$ cat config.mk
export PLATFORM = sky130hd
export DESIGN_NAME = pswg_top
export DESIGN_NICKNAME = d
export VERILOG_FILES = /design/src/rtl/pswg_pkg.sv /design/src/rtl/pswg_gate_delay.sv /design/src/rtl/pswg_top.sv
export SDC_FILE = /design/constraint.sdc
export NUM_CORES = 1
export LEC_CHECK = 0
export BUFFER_PORTS_ARGS = -buffer_cell sky130_fd_sc_hd__buf_4
export CORE_MARGIN = 1
export CORE_UTILIZATION = 45
export DETAILED_ROUTE_END_ITERATION = 7
export PLACE_DENSITY = 0.78
export RECOVER_POWER = 100
export SYNTH_ARGS = -nofsm -noshare
export SYNTH_HDL_FRONTEND = slang
export SYNTH_HIERARCHICAL = 1
export SYNTH_SLANG_ARGS = --single-unit
$ cat constraint.sdc
create_clock -name core_clk -period 2.85 [get_ports core_clk]
set_input_delay 0 -clock core_clk [delete_from_list [all_inputs] [get_ports core_clk]]
set_output_delay 0 -clock core_clk [all_outputs]
set_load 0.03 [all_outputs]
$ cat src/rtl/pswg_pkg.sv
// Package of constants and types for the power-save wake and module gating block
// Notes on behaviour
// - Sleep wakes on enabled interrupt beating priority; vector to handler; set sleep flag. Code traps instead of vectoring only if oscillator not stable.
// - Oscillator dead after wake with fail-safe monitor on: clock trap, switch to RC.
// - Oscillator dead with fail-safe monitor off: stall and stay asleep until stable.
// - Any reset wakes from Sleep; power-on clears sleep flag, others set it.
// - Watchdog time-out in Sleep wakes and sets sleep and watchdog flags.
// - Idle stops only the CPU clock; peripherals and clock source keep running.
// - Peripheral idle-control bit decides whether it runs during Idle.
// - Low-power RC clock stays on in Idle while clock failure detection enabled.
// - Idle exits on qualified interrupt, any reset, or watchdog time-out.
// - Leaving Idle reapplies CPU clock at once, resumes after power-save instruction.
// - Leaving Idle uses no start-up or power-up delay.
// - Interrupt wake from Idle vectors to handler and sets idle flag.
// - Power-on reset clears idle flag; every other reset sets it.
// - Watchdog time-out in Idle wakes and sets idle and watchdog flags.
// - Configuration words are 24 bits; only low 16 bits hold data.
// - Software reads configuration words through table reads.
// - Set disable bit stops peripheral clocks; its registers ignore writes, read invalid.
// - Peripheral runs only if disable clear and present; present ones reset enabled.
// - Disable bit change takes effect one instruction cycle after the write.
// - Codec disable bit stays read/write on variants without codec, reads one when set.
// - With debugging on, first 80 RAM bytes and two pins go to the debugger.
// - Sleep stops CPU and peripheral clocks and oscillator; RC stays if watchdog runs.
package pswg_pkg;

	// ****************************************
	// Register offsets
	// ****************************************
	localparam logic [23:0] ADDR_RESET_POWER_STATUS = 24'h000740;
	localparam logic [23:0] ADDR_OSC_CONTROL = 24'h000742;
	localparam logic [23:0] ADDR_MODULE_DISABLE_ONE = 24'h000770;
	localparam logic [23:0] ADDR_MODULE_DISABLE_TWO = 24'h000772;
	localparam logic [23:0] ADDR_OSC_CONFIG = 24'hf80000;
	localparam logic [23:0] ADDR_WDT_CONFIG = 24'hf80002;
	localparam logic [23:0] ADDR_BOR_POR_CONFIG = 24'hf80004;
	localparam logic [23:0] ADDR_CODE_SEG_CONFIG = 24'hf8000a;

	// ****************************************
	// Field positions and reset values
	// ****************************************
	localparam int BIT_POR = 0;
	localparam int BIT_BOR = 1;
	localparam int BIT_IDLE = 2;
	localparam int BIT_SLEEP = 3;
	localparam int BIT_WDT_FLAG = 4;
	localparam int BIT_SWDTEN = 5;
	localparam int BIT_SWR = 6;
	localparam int BIT_EXTR = 7;
	localparam int BIT_CF = 3;
	localparam int BIT_CODEC_DISABLE = 8;
	localparam logic [15:0] MODULE_DISABLE_RESET = 16'h0000;
	localparam logic [15:0] STATUS_POR_RESET = 16'h0003;
	localparam logic [15:0] CFG_DATA_MASK = 16'hffff;
	localparam logic [7:0] CFG_UPPER_READ = 8'h00;
	localparam logic [15:0] INVALID_READ = 16'h0000;

	// ****************************************
	// Timing
	// ****************************************
	localparam int INSTR_CYCLE_NS = 100;
	localparam int CLK_PERIOD_NS = 100;
	localparam int GATE_DELAY_CYCLES = (INSTR_CYCLE_NS + CLK_PERIOD_NS - 1) / CLK_PERIOD_NS;
	localparam int DEBUG_RAM_BYTES = 80;

	// ****************************************
	// Types
	// ****************************************
	typedef enum logic [3:0] {
		ST_RUN = 4'b0001,
		ST_IDLE = 4'b0010,
		ST_SLEEP = 4'b0100,
		ST_OSC_WAIT = 4'b1000
	} pswg_state_t;

	typedef struct packed {
		logic req;
		logic we;
		logic [23:0] addr;
		logic [15:0] wdata;
	} pswg_bus_t;

	typedef struct packed {
		logic por;
		logic bor;
		logic extr;
		logic swr;
	} pswg_reset_src_t;

endpackage

$ cat src/rtl/pswg_gate_delay.sv
// One-instruction-cycle delay stage for module disable bits
`timescale 1ns/1ps
module pswg_gate_delay #(
	parameter int WIDTH = 16,
	parameter int DEPTH = 1
)(
	input wire logic core_clk,
	input wire logic rst_n,
	input wire logic [WIDTH-1:0] din,
	output logic [WIDTH-1:0] dout
);

	logic [WIDTH-1:0] stage_reg [DEPTH];

	always_ff @(posedge core_clk)
	begin
		if (!rst_n)
		begin
			for (int i = 0; i < DEPTH; i++)
				stage_reg[i] <= '0;
		end
		else
		begin
			stage_reg[0] <= din;
			for (int i = 1; i < DEPTH; i++)
				stage_reg[i] <= stage_reg[i-1];
		end
	end

	assign dout = stage_reg[DEPTH-1];

endmodule

$ cat src/rtl/pswg_top.sv
// Power-save wake control, wake status flags and peripheral clock gating
`timescale 1ns/1ps
module pswg_top #(
	parameter logic [15:0] PRESENT_ONE = 16'hfeff,
	parameter logic [15:0] PRESENT_TWO = 16'hffff,
	parameter logic [15:0] CFG_OSC = 16'hffff,
	parameter logic [15:0] CFG_WDT = 16'hffff,
	parameter logic [15:0] CFG_BOR_POR = 16'hffff,
	parameter logic [15:0] CFG_CODE_SEG = 16'hffff
)(
	input wire logic core_clk,
	input wire logic rst_n,
	input wire pswg_pkg::pswg_bus_t bus,
	output logic [15:0] rdata,
	input wire logic table_rd,
	input wire logic [23:0] table_addr,
	output logic [23:0] table_data,
	input wire logic power_save_instruction,
	input wire logic power_save_sleep,
	input wire pswg_pkg::pswg_reset_src_t reset_src,
	input wire logic irq_pending,
	input wire logic interrupt_enable_bit,
	input wire logic irq_priority_ok,
	input wire logic wdt_timeout,
	input wire logic wdt_config_en,
	input wire logic osc_ready_pin,
	input wire logic fail_safe_clock_monitor,
	input wire logic debug_enable,
	input wire logic [15:0] periph_idle_stop_one,
	input wire logic [15:0] periph_idle_stop_two,
	output logic cpu_clk_en,
	output logic stall_exec,
	output logic vector_irq,
	output logic resume_next,
	output logic clock_fail_trap,
	output logic select_fast_rc,
	output logic osc_run,
	output logic low_power_rc_run,
	output logic [15:0] periph_clk_en_one,
	output logic [15:0] periph_clk_en_two,
	output logic [15:0] periph_bus_ok_one,
	output logic [15:0] periph_bus_ok_two,
	output logic debug_ram_reserved,
	output logic [1:0] debug_pins_reserved
);

	// ****************************************
	// State and registers
	// ****************************************
	pswg_pkg::pswg_state_t state_reg, state_next;
	logic [15:0] status_reg;
	logic [15:0] osc_ctl_reg;
	logic [15:0] mdis_one_reg, mdis_two_reg;
	logic [15:0] mdis_one_eff, mdis_two_eff;
	logic [2:0] osc_sync_reg;
	logic osc_stable;
	logic wake;
	logic irq_wake;
	logic any_reset;
	logic wr_status, wr_osc, wr_one, wr_two;
	logic in_idle, in_sleep, in_wait;

	// ****************************************
	// Oscillator ready synchroniser
	// ****************************************
	always_ff @(posedge core_clk)
	begin
		if (!rst_n || in_sleep)
			osc_sync_reg <= 3'h0;
		else
			osc_sync_reg <= {osc_sync_reg[1:0], osc_ready_pin};
	end

	// Oscillator is off in Sleep, so stale ready must not end the wait
	logic osc_stable_reg;
	always_ff @(posedge core_clk)
	begin
		if (!rst_n || in_sleep)
			osc_stable_reg <= 1'b0;
		else if (osc_sync_reg[1] == osc_sync_reg[2])
			osc_stable_reg <= osc_sync_reg[2];
	end
	assign osc_stable = osc_stable_reg;

	// ****************************************
	// Wake condition
	// ****************************************
	assign irq_wake = irq_pending && interrupt_enable_bit && irq_priority_ok;
	assign any_reset = reset_src.por | reset_src.bor | reset_src.extr | reset_src.swr;
	assign wake = irq_wake || any_reset || (wdt_timeout && wdt_config_en);
	assign in_idle = (state_reg == pswg_pkg::ST_IDLE);
	assign in_sleep = (state_reg == pswg_pkg::ST_SLEEP);
	assign in_wait = (state_reg == pswg_pkg::ST_OSC_WAIT);

	// ****************************************
	// Power state machine
	// ****************************************
	always_comb
	begin
		state_next = state_reg;
		unique case (state_reg)
			pswg_pkg::ST_RUN:
			begin
				if (power_save_instruction)
					state_next = power_save_sleep ? pswg_pkg::ST_SLEEP : pswg_pkg::ST_IDLE;
			end
			pswg_pkg::ST_IDLE:
			begin
				if (wake)
					state_next = pswg_pkg::ST_RUN;
			end
			pswg_pkg::ST_SLEEP:
			begin
				if (wake)
					state_next = pswg_pkg::ST_OSC_WAIT;
			end
			pswg_pkg::ST_OSC_WAIT:
			begin
				if (osc_stable || fail_safe_clock_monitor)
					state_next = pswg_pkg::ST_RUN;
			end
			default: state_next = pswg_pkg::ST_RUN;
		endcase
	end

	always_ff @(posedge core_clk)
	begin
		if (!rst_n)
			state_reg <= pswg_pkg::ST_RUN;
		else
			state_reg <= state_next;
	end

	// ****************************************
	// Processor side outputs
	// ****************************************
	logic irq_at_wake_reg;
	always_ff @(posedge core_clk)
	begin
		if (!rst_n)
			irq_at_wake_reg <= 1'b0;
		else if ((in_idle || in_sleep) && wake)
			irq_at_wake_reg <= irq_wake && !any_reset;
	end

	always_ff @(posedge core_clk)
	begin
		if (!rst_n)
		begin
			vector_irq <= 1'b0;
			resume_next <= 1'b0;
			clock_fail_trap <= 1'b0;
		end
		else
		begin
			vector_irq <= 1'b0;
			resume_next <= 1'b0;
			clock_fail_trap <= 1'b0;
			if (in_idle && wake && !any_reset)
			begin
				vector_irq <= irq_wake;
				resume_next <= !irq_wake;
			end
			if (in_wait && (osc_stable || fail_safe_clock_monitor))
			begin
				clock_fail_trap <= !osc_stable;
				vector_irq <= osc_stable && irq_at_wake_reg;
				resume_next <= osc_stable && !irq_at_wake_reg;
			end
		end
	end

	always_ff @(posedge core_clk)
	begin
		if (!rst_n)
			select_fast_rc <= 1'b0;
		else if (in_wait && !osc_stable && fail_safe_clock_monitor)
			select_fast_rc <= 1'b1;
		else if (wr_osc && !bus.wdata[pswg_pkg::BIT_CF])
			select_fast_rc <= 1'b0;
	end

	assign cpu_clk_en = (state_reg == pswg_pkg::ST_RUN);
	assign stall_exec = in_wait;
	assign osc_run = !in_sleep;
	assign low_power_rc_run = (in_sleep && wdt_config_en)
		|| (in_idle && fail_safe_clock_monitor) || (!in_sleep && !in_idle);

	// ****************************************
	// Register bus decode
	// ****************************************
	assign wr_status = bus.req && bus.we && bus.addr == pswg_pkg::ADDR_RESET_POWER_STATUS;
	assign wr_osc = bus.req && bus.we && bus.addr == pswg_pkg::ADDR_OSC_CONTROL;
	assign wr_one = bus.req && bus.we && bus.addr == pswg_pkg::ADDR_MODULE_DISABLE_ONE;
	assign wr_two = bus.req && bus.we && bus.addr == pswg_pkg::ADDR_MODULE_DISABLE_TWO;

	// ****************************************
	// Wake and reset status flags
	// ****************************************
	always_ff @(posedge core_clk)
	begin
		if (!rst_n)
			status_reg <= pswg_pkg::STATUS_POR_RESET;
		else if (reset_src.por)
			status_reg <= pswg_pkg::STATUS_POR_RESET;
		else
		begin
			if (wr_status)
				status_reg <= bus.wdata;
			if (reset_src.bor)
				status_reg[pswg_pkg::BIT_BOR] <= 1'b1;
			if (reset_src.extr)
				status_reg[pswg_pkg::BIT_EXTR] <= 1'b1;
			if (reset_src.swr)
				status_reg[pswg_pkg::BIT_SWR] <= 1'b1;
			if (in_sleep && wake)
				status_reg[pswg_pkg::BIT_SLEEP] <= 1'b1;
			if (in_idle && wake)
				status_reg[pswg_pkg::BIT_IDLE] <= 1'b1;
			if ((in_sleep || in_idle) && wdt_timeout && wdt_config_en)
				status_reg[pswg_pkg::BIT_WDT_FLAG] <= 1'b1;
		end
	end

	always_ff @(posedge core_clk)
	begin
		if (!rst_n)
			osc_ctl_reg <= 16'h0000;
		else if (wr_osc)
			osc_ctl_reg <= bus.wdata;
	end

	// ****************************************
	// Module disable registers
	// ****************************************
	always_ff @(posedge core_clk)
	begin
		if (!rst_n)
		begin
			mdis_one_reg <= pswg_pkg::MODULE_DISABLE_RESET;
			mdis_two_reg <= pswg_pkg::MODULE_DISABLE_RESET;
		end
		else
		begin
			if (wr_one)
				mdis_one_reg <= bus.wdata;
			if (wr_two)
				mdis_two_reg <= bus.wdata;
		end
	end

	pswg_gate_delay #(
		.WIDTH(32),
		.DEPTH(pswg_pkg::GATE_DELAY_CYCLES)
	) u_gate_delay (
		.core_clk(core_clk),
		.rst_n(rst_n),
		.din({mdis_two_reg, mdis_one_reg}),
		.dout({mdis_two_eff, mdis_one_eff})
	);

	// ****************************************
	// Peripheral clock gating
	// ****************************************
	always_comb
	begin
		periph_bus_ok_one = ~mdis_one_eff & PRESENT_ONE;
		periph_bus_ok_two = ~mdis_two_eff & PRESENT_TWO;
		periph_clk_en_one = periph_bus_ok_one;
		periph_clk_en_two = periph_bus_ok_two;
		if (in_sleep || in_wait)
		begin
			periph_clk_en_one = 16'h0000;
			periph_clk_en_two = 16'h0000;
		end
		else if (in_idle)
		begin
			periph_clk_en_one = periph_bus_ok_one & ~periph_idle_stop_one;
			periph_clk_en_two = periph_bus_ok_two & ~periph_idle_stop_two;
		end
	end

	// ****************************************
	// Read path and configuration words
	// ****************************************
	always_ff @(posedge core_clk)
	begin
		if (!rst_n)
			rdata <= 16'h0000;
		else if (bus.req && !bus.we)
		begin
			unique case (bus.addr)
				pswg_pkg::ADDR_RESET_POWER_STATUS: rdata <= status_reg;
				pswg_pkg::ADDR_OSC_CONTROL:
					rdata <= osc_ctl_reg | {12'h000, select_fast_rc, 3'h0};
				pswg_pkg::ADDR_MODULE_DISABLE_ONE: rdata <= mdis_one_reg;
				pswg_pkg::ADDR_MODULE_DISABLE_TWO: rdata <= mdis_two_reg;
				default: rdata <= pswg_pkg::INVALID_READ;
			endcase
		end
	end

	always_ff @(posedge core_clk)
	begin
		if (!rst_n)
			table_data <= 24'h000000;
		else if (table_rd)
		begin
			unique case (table_addr)
				pswg_pkg::ADDR_OSC_CONFIG:
					table_data <= {pswg_pkg::CFG_UPPER_READ, CFG_OSC & pswg_pkg::CFG_DATA_MASK};
				pswg_pkg::ADDR_WDT_CONFIG:
					table_data <= {pswg_pkg::CFG_UPPER_READ, CFG_WDT};
				pswg_pkg::ADDR_BOR_POR_CONFIG:
					table_data <= {pswg_pkg::CFG_UPPER_READ, CFG_BOR_POR};
				pswg_pkg::ADDR_CODE_SEG_CONFIG:
					table_data <= {pswg_pkg::CFG_UPPER_READ, CFG_CODE_SEG};
				default: table_data <= 24'h000000;
			endcase
		end
	end

	assign debug_ram_reserved = debug_enable;
	assign debug_pins_reserved = {debug_enable, debug_enable};

	// ****************************************
	// Checks
	// ****************************************
	chk_sleep_flag_set: assert property (@(posedge core_clk) disable iff (!rst_n)
		in_sleep && wake && !reset_src.por |=> status_reg[pswg_pkg::BIT_SLEEP])
		else $error("sleep flag not set on wake");
	chk_idle_flag_set: assert property (@(posedge core_clk) disable iff (!rst_n)
		in_idle && wake && !reset_src.por |=> status_reg[pswg_pkg::BIT_IDLE])
		else $error("idle flag not set on wake");
	chk_por_clears_flags: assert property (@(posedge core_clk) disable iff (!rst_n)
		reset_src.por |=> !status_reg[pswg_pkg::BIT_SLEEP] && !status_reg[pswg_pkg::BIT_IDLE])
		else $error("power-on did not clear flags");
	chk_wdt_flag_set: assert property (@(posedge core_clk) disable iff (!rst_n)
		(in_sleep || in_idle) && wdt_timeout && wdt_config_en && !reset_src.por
		|=> status_reg[pswg_pkg::BIT_WDT_FLAG])
		else $error("watchdog flag not set");
	chk_idle_fast_exit: assert property (@(posedge core_clk) disable iff (!rst_n)
		in_idle && wake |=> cpu_clk_en)
		else $error("idle exit delayed");
	chk_idle_cpu_only: assert property (@(posedge core_clk) disable iff (!rst_n)
		in_idle |-> !cpu_clk_en && osc_run)
		else $error("idle gating wrong");
	chk_osc_stall: assert property (@(posedge core_clk) disable iff (!rst_n)
		in_wait && !osc_stable && !fail_safe_clock_monitor |=> in_wait && stall_exec)
		else $error("left wait without clock");
	chk_fail_trap: assert property (@(posedge core_clk) disable iff (!rst_n)
		in_wait && !osc_stable && fail_safe_clock_monitor |=> clock_fail_trap && select_fast_rc)
		else $error("clock failure trap missing");
	chk_gate_delay: assert property (@(posedge core_clk) disable iff (!rst_n)
		wr_one ##1 !wr_one |=> mdis_one_eff == $past(mdis_one_reg))
		else $error("disable bit delay wrong");
	chk_sleep_clocks: assert property (@(posedge core_clk) disable iff (!rst_n)
		in_sleep |-> periph_clk_en_one == 16'h0000 && !osc_run && !cpu_clk_en)
		else $error("sleep clocks running");

endmodule

==> impl_metrics.ini <==
[setup_path]
critPathTopFamily = buffers and inverters
end_kind = output pin
slowest_stage = nor4b_1
max_stage_delay_ns = 0.55
criticalPathCategory = reg2out
critPathRequiredTime_ns = 2.85
reg2reg_from = state_reg[0]
worstSetupStartpoint = state_reg[2]
worst-path-buf-inv = 3
start_kind = flip-flop
cp_max_fo = 31
crit_path_cell_trace = nor4b_1, inv_1, nand2_1, clkbuf_4, a211oi_1, clkbuf_2
arrival_ns = 2.49

[layout]
stdcell_count = 1017
drive_above_1_share_pct = 32.19
area.growth.synth_to_final_pct = 33.52
antenna_cells = 0
utilization_pct = 61.87
final_nets = 947
largest_register_ffs = 31

[placement]
gp_congestion = 0.8388
io_buffer_count = 214
place_inst = 958
hpwlAfterDp_um = 11430

[routing]
wirelength_um = 16170
dr.pass1.iters = 4
vias = 5214
topRoutingLayerUsed = met4
detail-route-antenna-nets = 0
wl_per_cell_um = 15.90
met3_length_um = 1157
first_iter_violations = 276
wl_met2_um = 7672
drc = 0
routed_via_density = 5.127
met1_length_um = 7005

[status]
status = finished, final reports clean

[sta]
period_share_pct = 87.38
max_freq_ghz = 0.4015
setup_violations = 0
fin_crit_ns = 2.490
final_max_slew_viol_count = 0
rsz0062_at_grt = false
finalSetupTns_ns = 0
max-slew-margin-rel_pct = 21.75
worst_pin_slew_ns = 1.171
fin_worst_skew_ns = 0.01050
hold_viol = 0

[pwr]
p_leak_nw = 2.973
p_per_area_mw_per_mm2 = 575.6
ir_drop_mv = 0.3442

[clocking]
cts_made_buffers = 17
postCtsSetupBuffers = 0
clock-sinks = 125
clk_latency_ns = 0.41
path_clk_slew_ns = 0.05
ctsHtreeMaxLevel = 4
cts_tree = done
cts_buffer_depth = 2
root_buffer = clkbuf_16
cts_resized = 0

[die]
ios = 230
initial_core_util_pct = 46.34
die-area_mm2 = 0.01351
rows = 41
core_area_mm2 = 0.01267
fp.dieW_um = 116.2
fp.dieH_um = 116.2

[run]
maxCapViolations = 0

[logic_synthesis]
syn_inst = 617
netlist_area_mm2 = 0.005872
synth.avg_cell_area_um2 = 9.517
yosysWarnings = 6

[global_routing]
first_global_vias = 5080
grt_start_max_net_pins = 96
grt.overflow.total = 0
grt_usage_pct = 23.64
grt_pass1_wl_um = 24540
antenna_found_initial = 0

[worst_hold_path]
hp-class = in2out
holdCritStartpoint = debug_enable
[where the power goes]
group / leakage [nW] / total [mW] / internal, mW / switching [mW]
clock network: 0.281 / 2.19 / 1.40 / 0.789
logic: 1.68 / 0.553 / 0.233 / 0.320
registers: 1.01 / 1.77 / 1.76 / 0.0122
total: 2.97 / 4.51 / 3.39 / 1.12
[worst paths after layout]
path	endpoint	slack, ns	depth (start not counted)
worst min register to register	rdata[14]	0.46	2
worst max register to register	irq_at_wake_reg	0.80	5
worst max-delay path	periph_clk_en_one[6]	0.36	6
worst min-delay path	debug_ram_reserved	0.0005	0
[through the flow]
step                      instance area, um2  power (mW)  setup slack (ns)  hold slack, ns
after floorplan                         5906       2.127            0.9277         0.09890
after global placement                  7406       2.360            0.9246        0.001007
after detailed placement                7406       2.373            0.8609        0.001007
after CTS                               8283       4.580            0.4022       0.0003204
after global routing                    7840       4.656           0.08119       0.0004054
final                                   7840       4.513            0.3596       0.0005012
[timing repair]
item                       in CTS  in global routing
hold buffers                   27                  0
setup endpoints to repair       0                  0
hold endpoints to repair       70                  0
[final cells by class]
class	instances	area, um2
clock buffers	18	439.2
clock inverters	14	167.7
fillers	1129	4831
inverters	36	135.1
multi-input cells	401	2780
flip-flops and latches	125	2502
well taps	172	215.2
repair buffers	251	1600
[layer usage]
metal	track usage (%)	vias to the layer above
met5	0	-
li1	-	2516
met3	4.930	31
met2	39.01	243
met1	29.33	2424
met4	11.62	0
[layout by cell type, fill, tap and decap left out, drive strengths merged, types with 9 or more instances in the layout]
master,count
nor4,9
clkbuf,124
mux2,31
nor2b,21
dlygate4sd3,27
a211oi,36
nand2,89
buf,118
a22oi,15
inv,38
mux2i,28
o21ai,16
a21boi,36
nor2,19
and2,31
dfxtp,125
conb,10
[worst register-to-register path, stage by stage (launching register included)]
cell,delay (ns)
dfxtp_1,0.33
or4b_1,0.64
or3_1,0.41
o2111ai_1,0.24
a21oi_1,0.12
a41o_1,0.21
No activity file was read; power rests on OpenSTA's default activity.
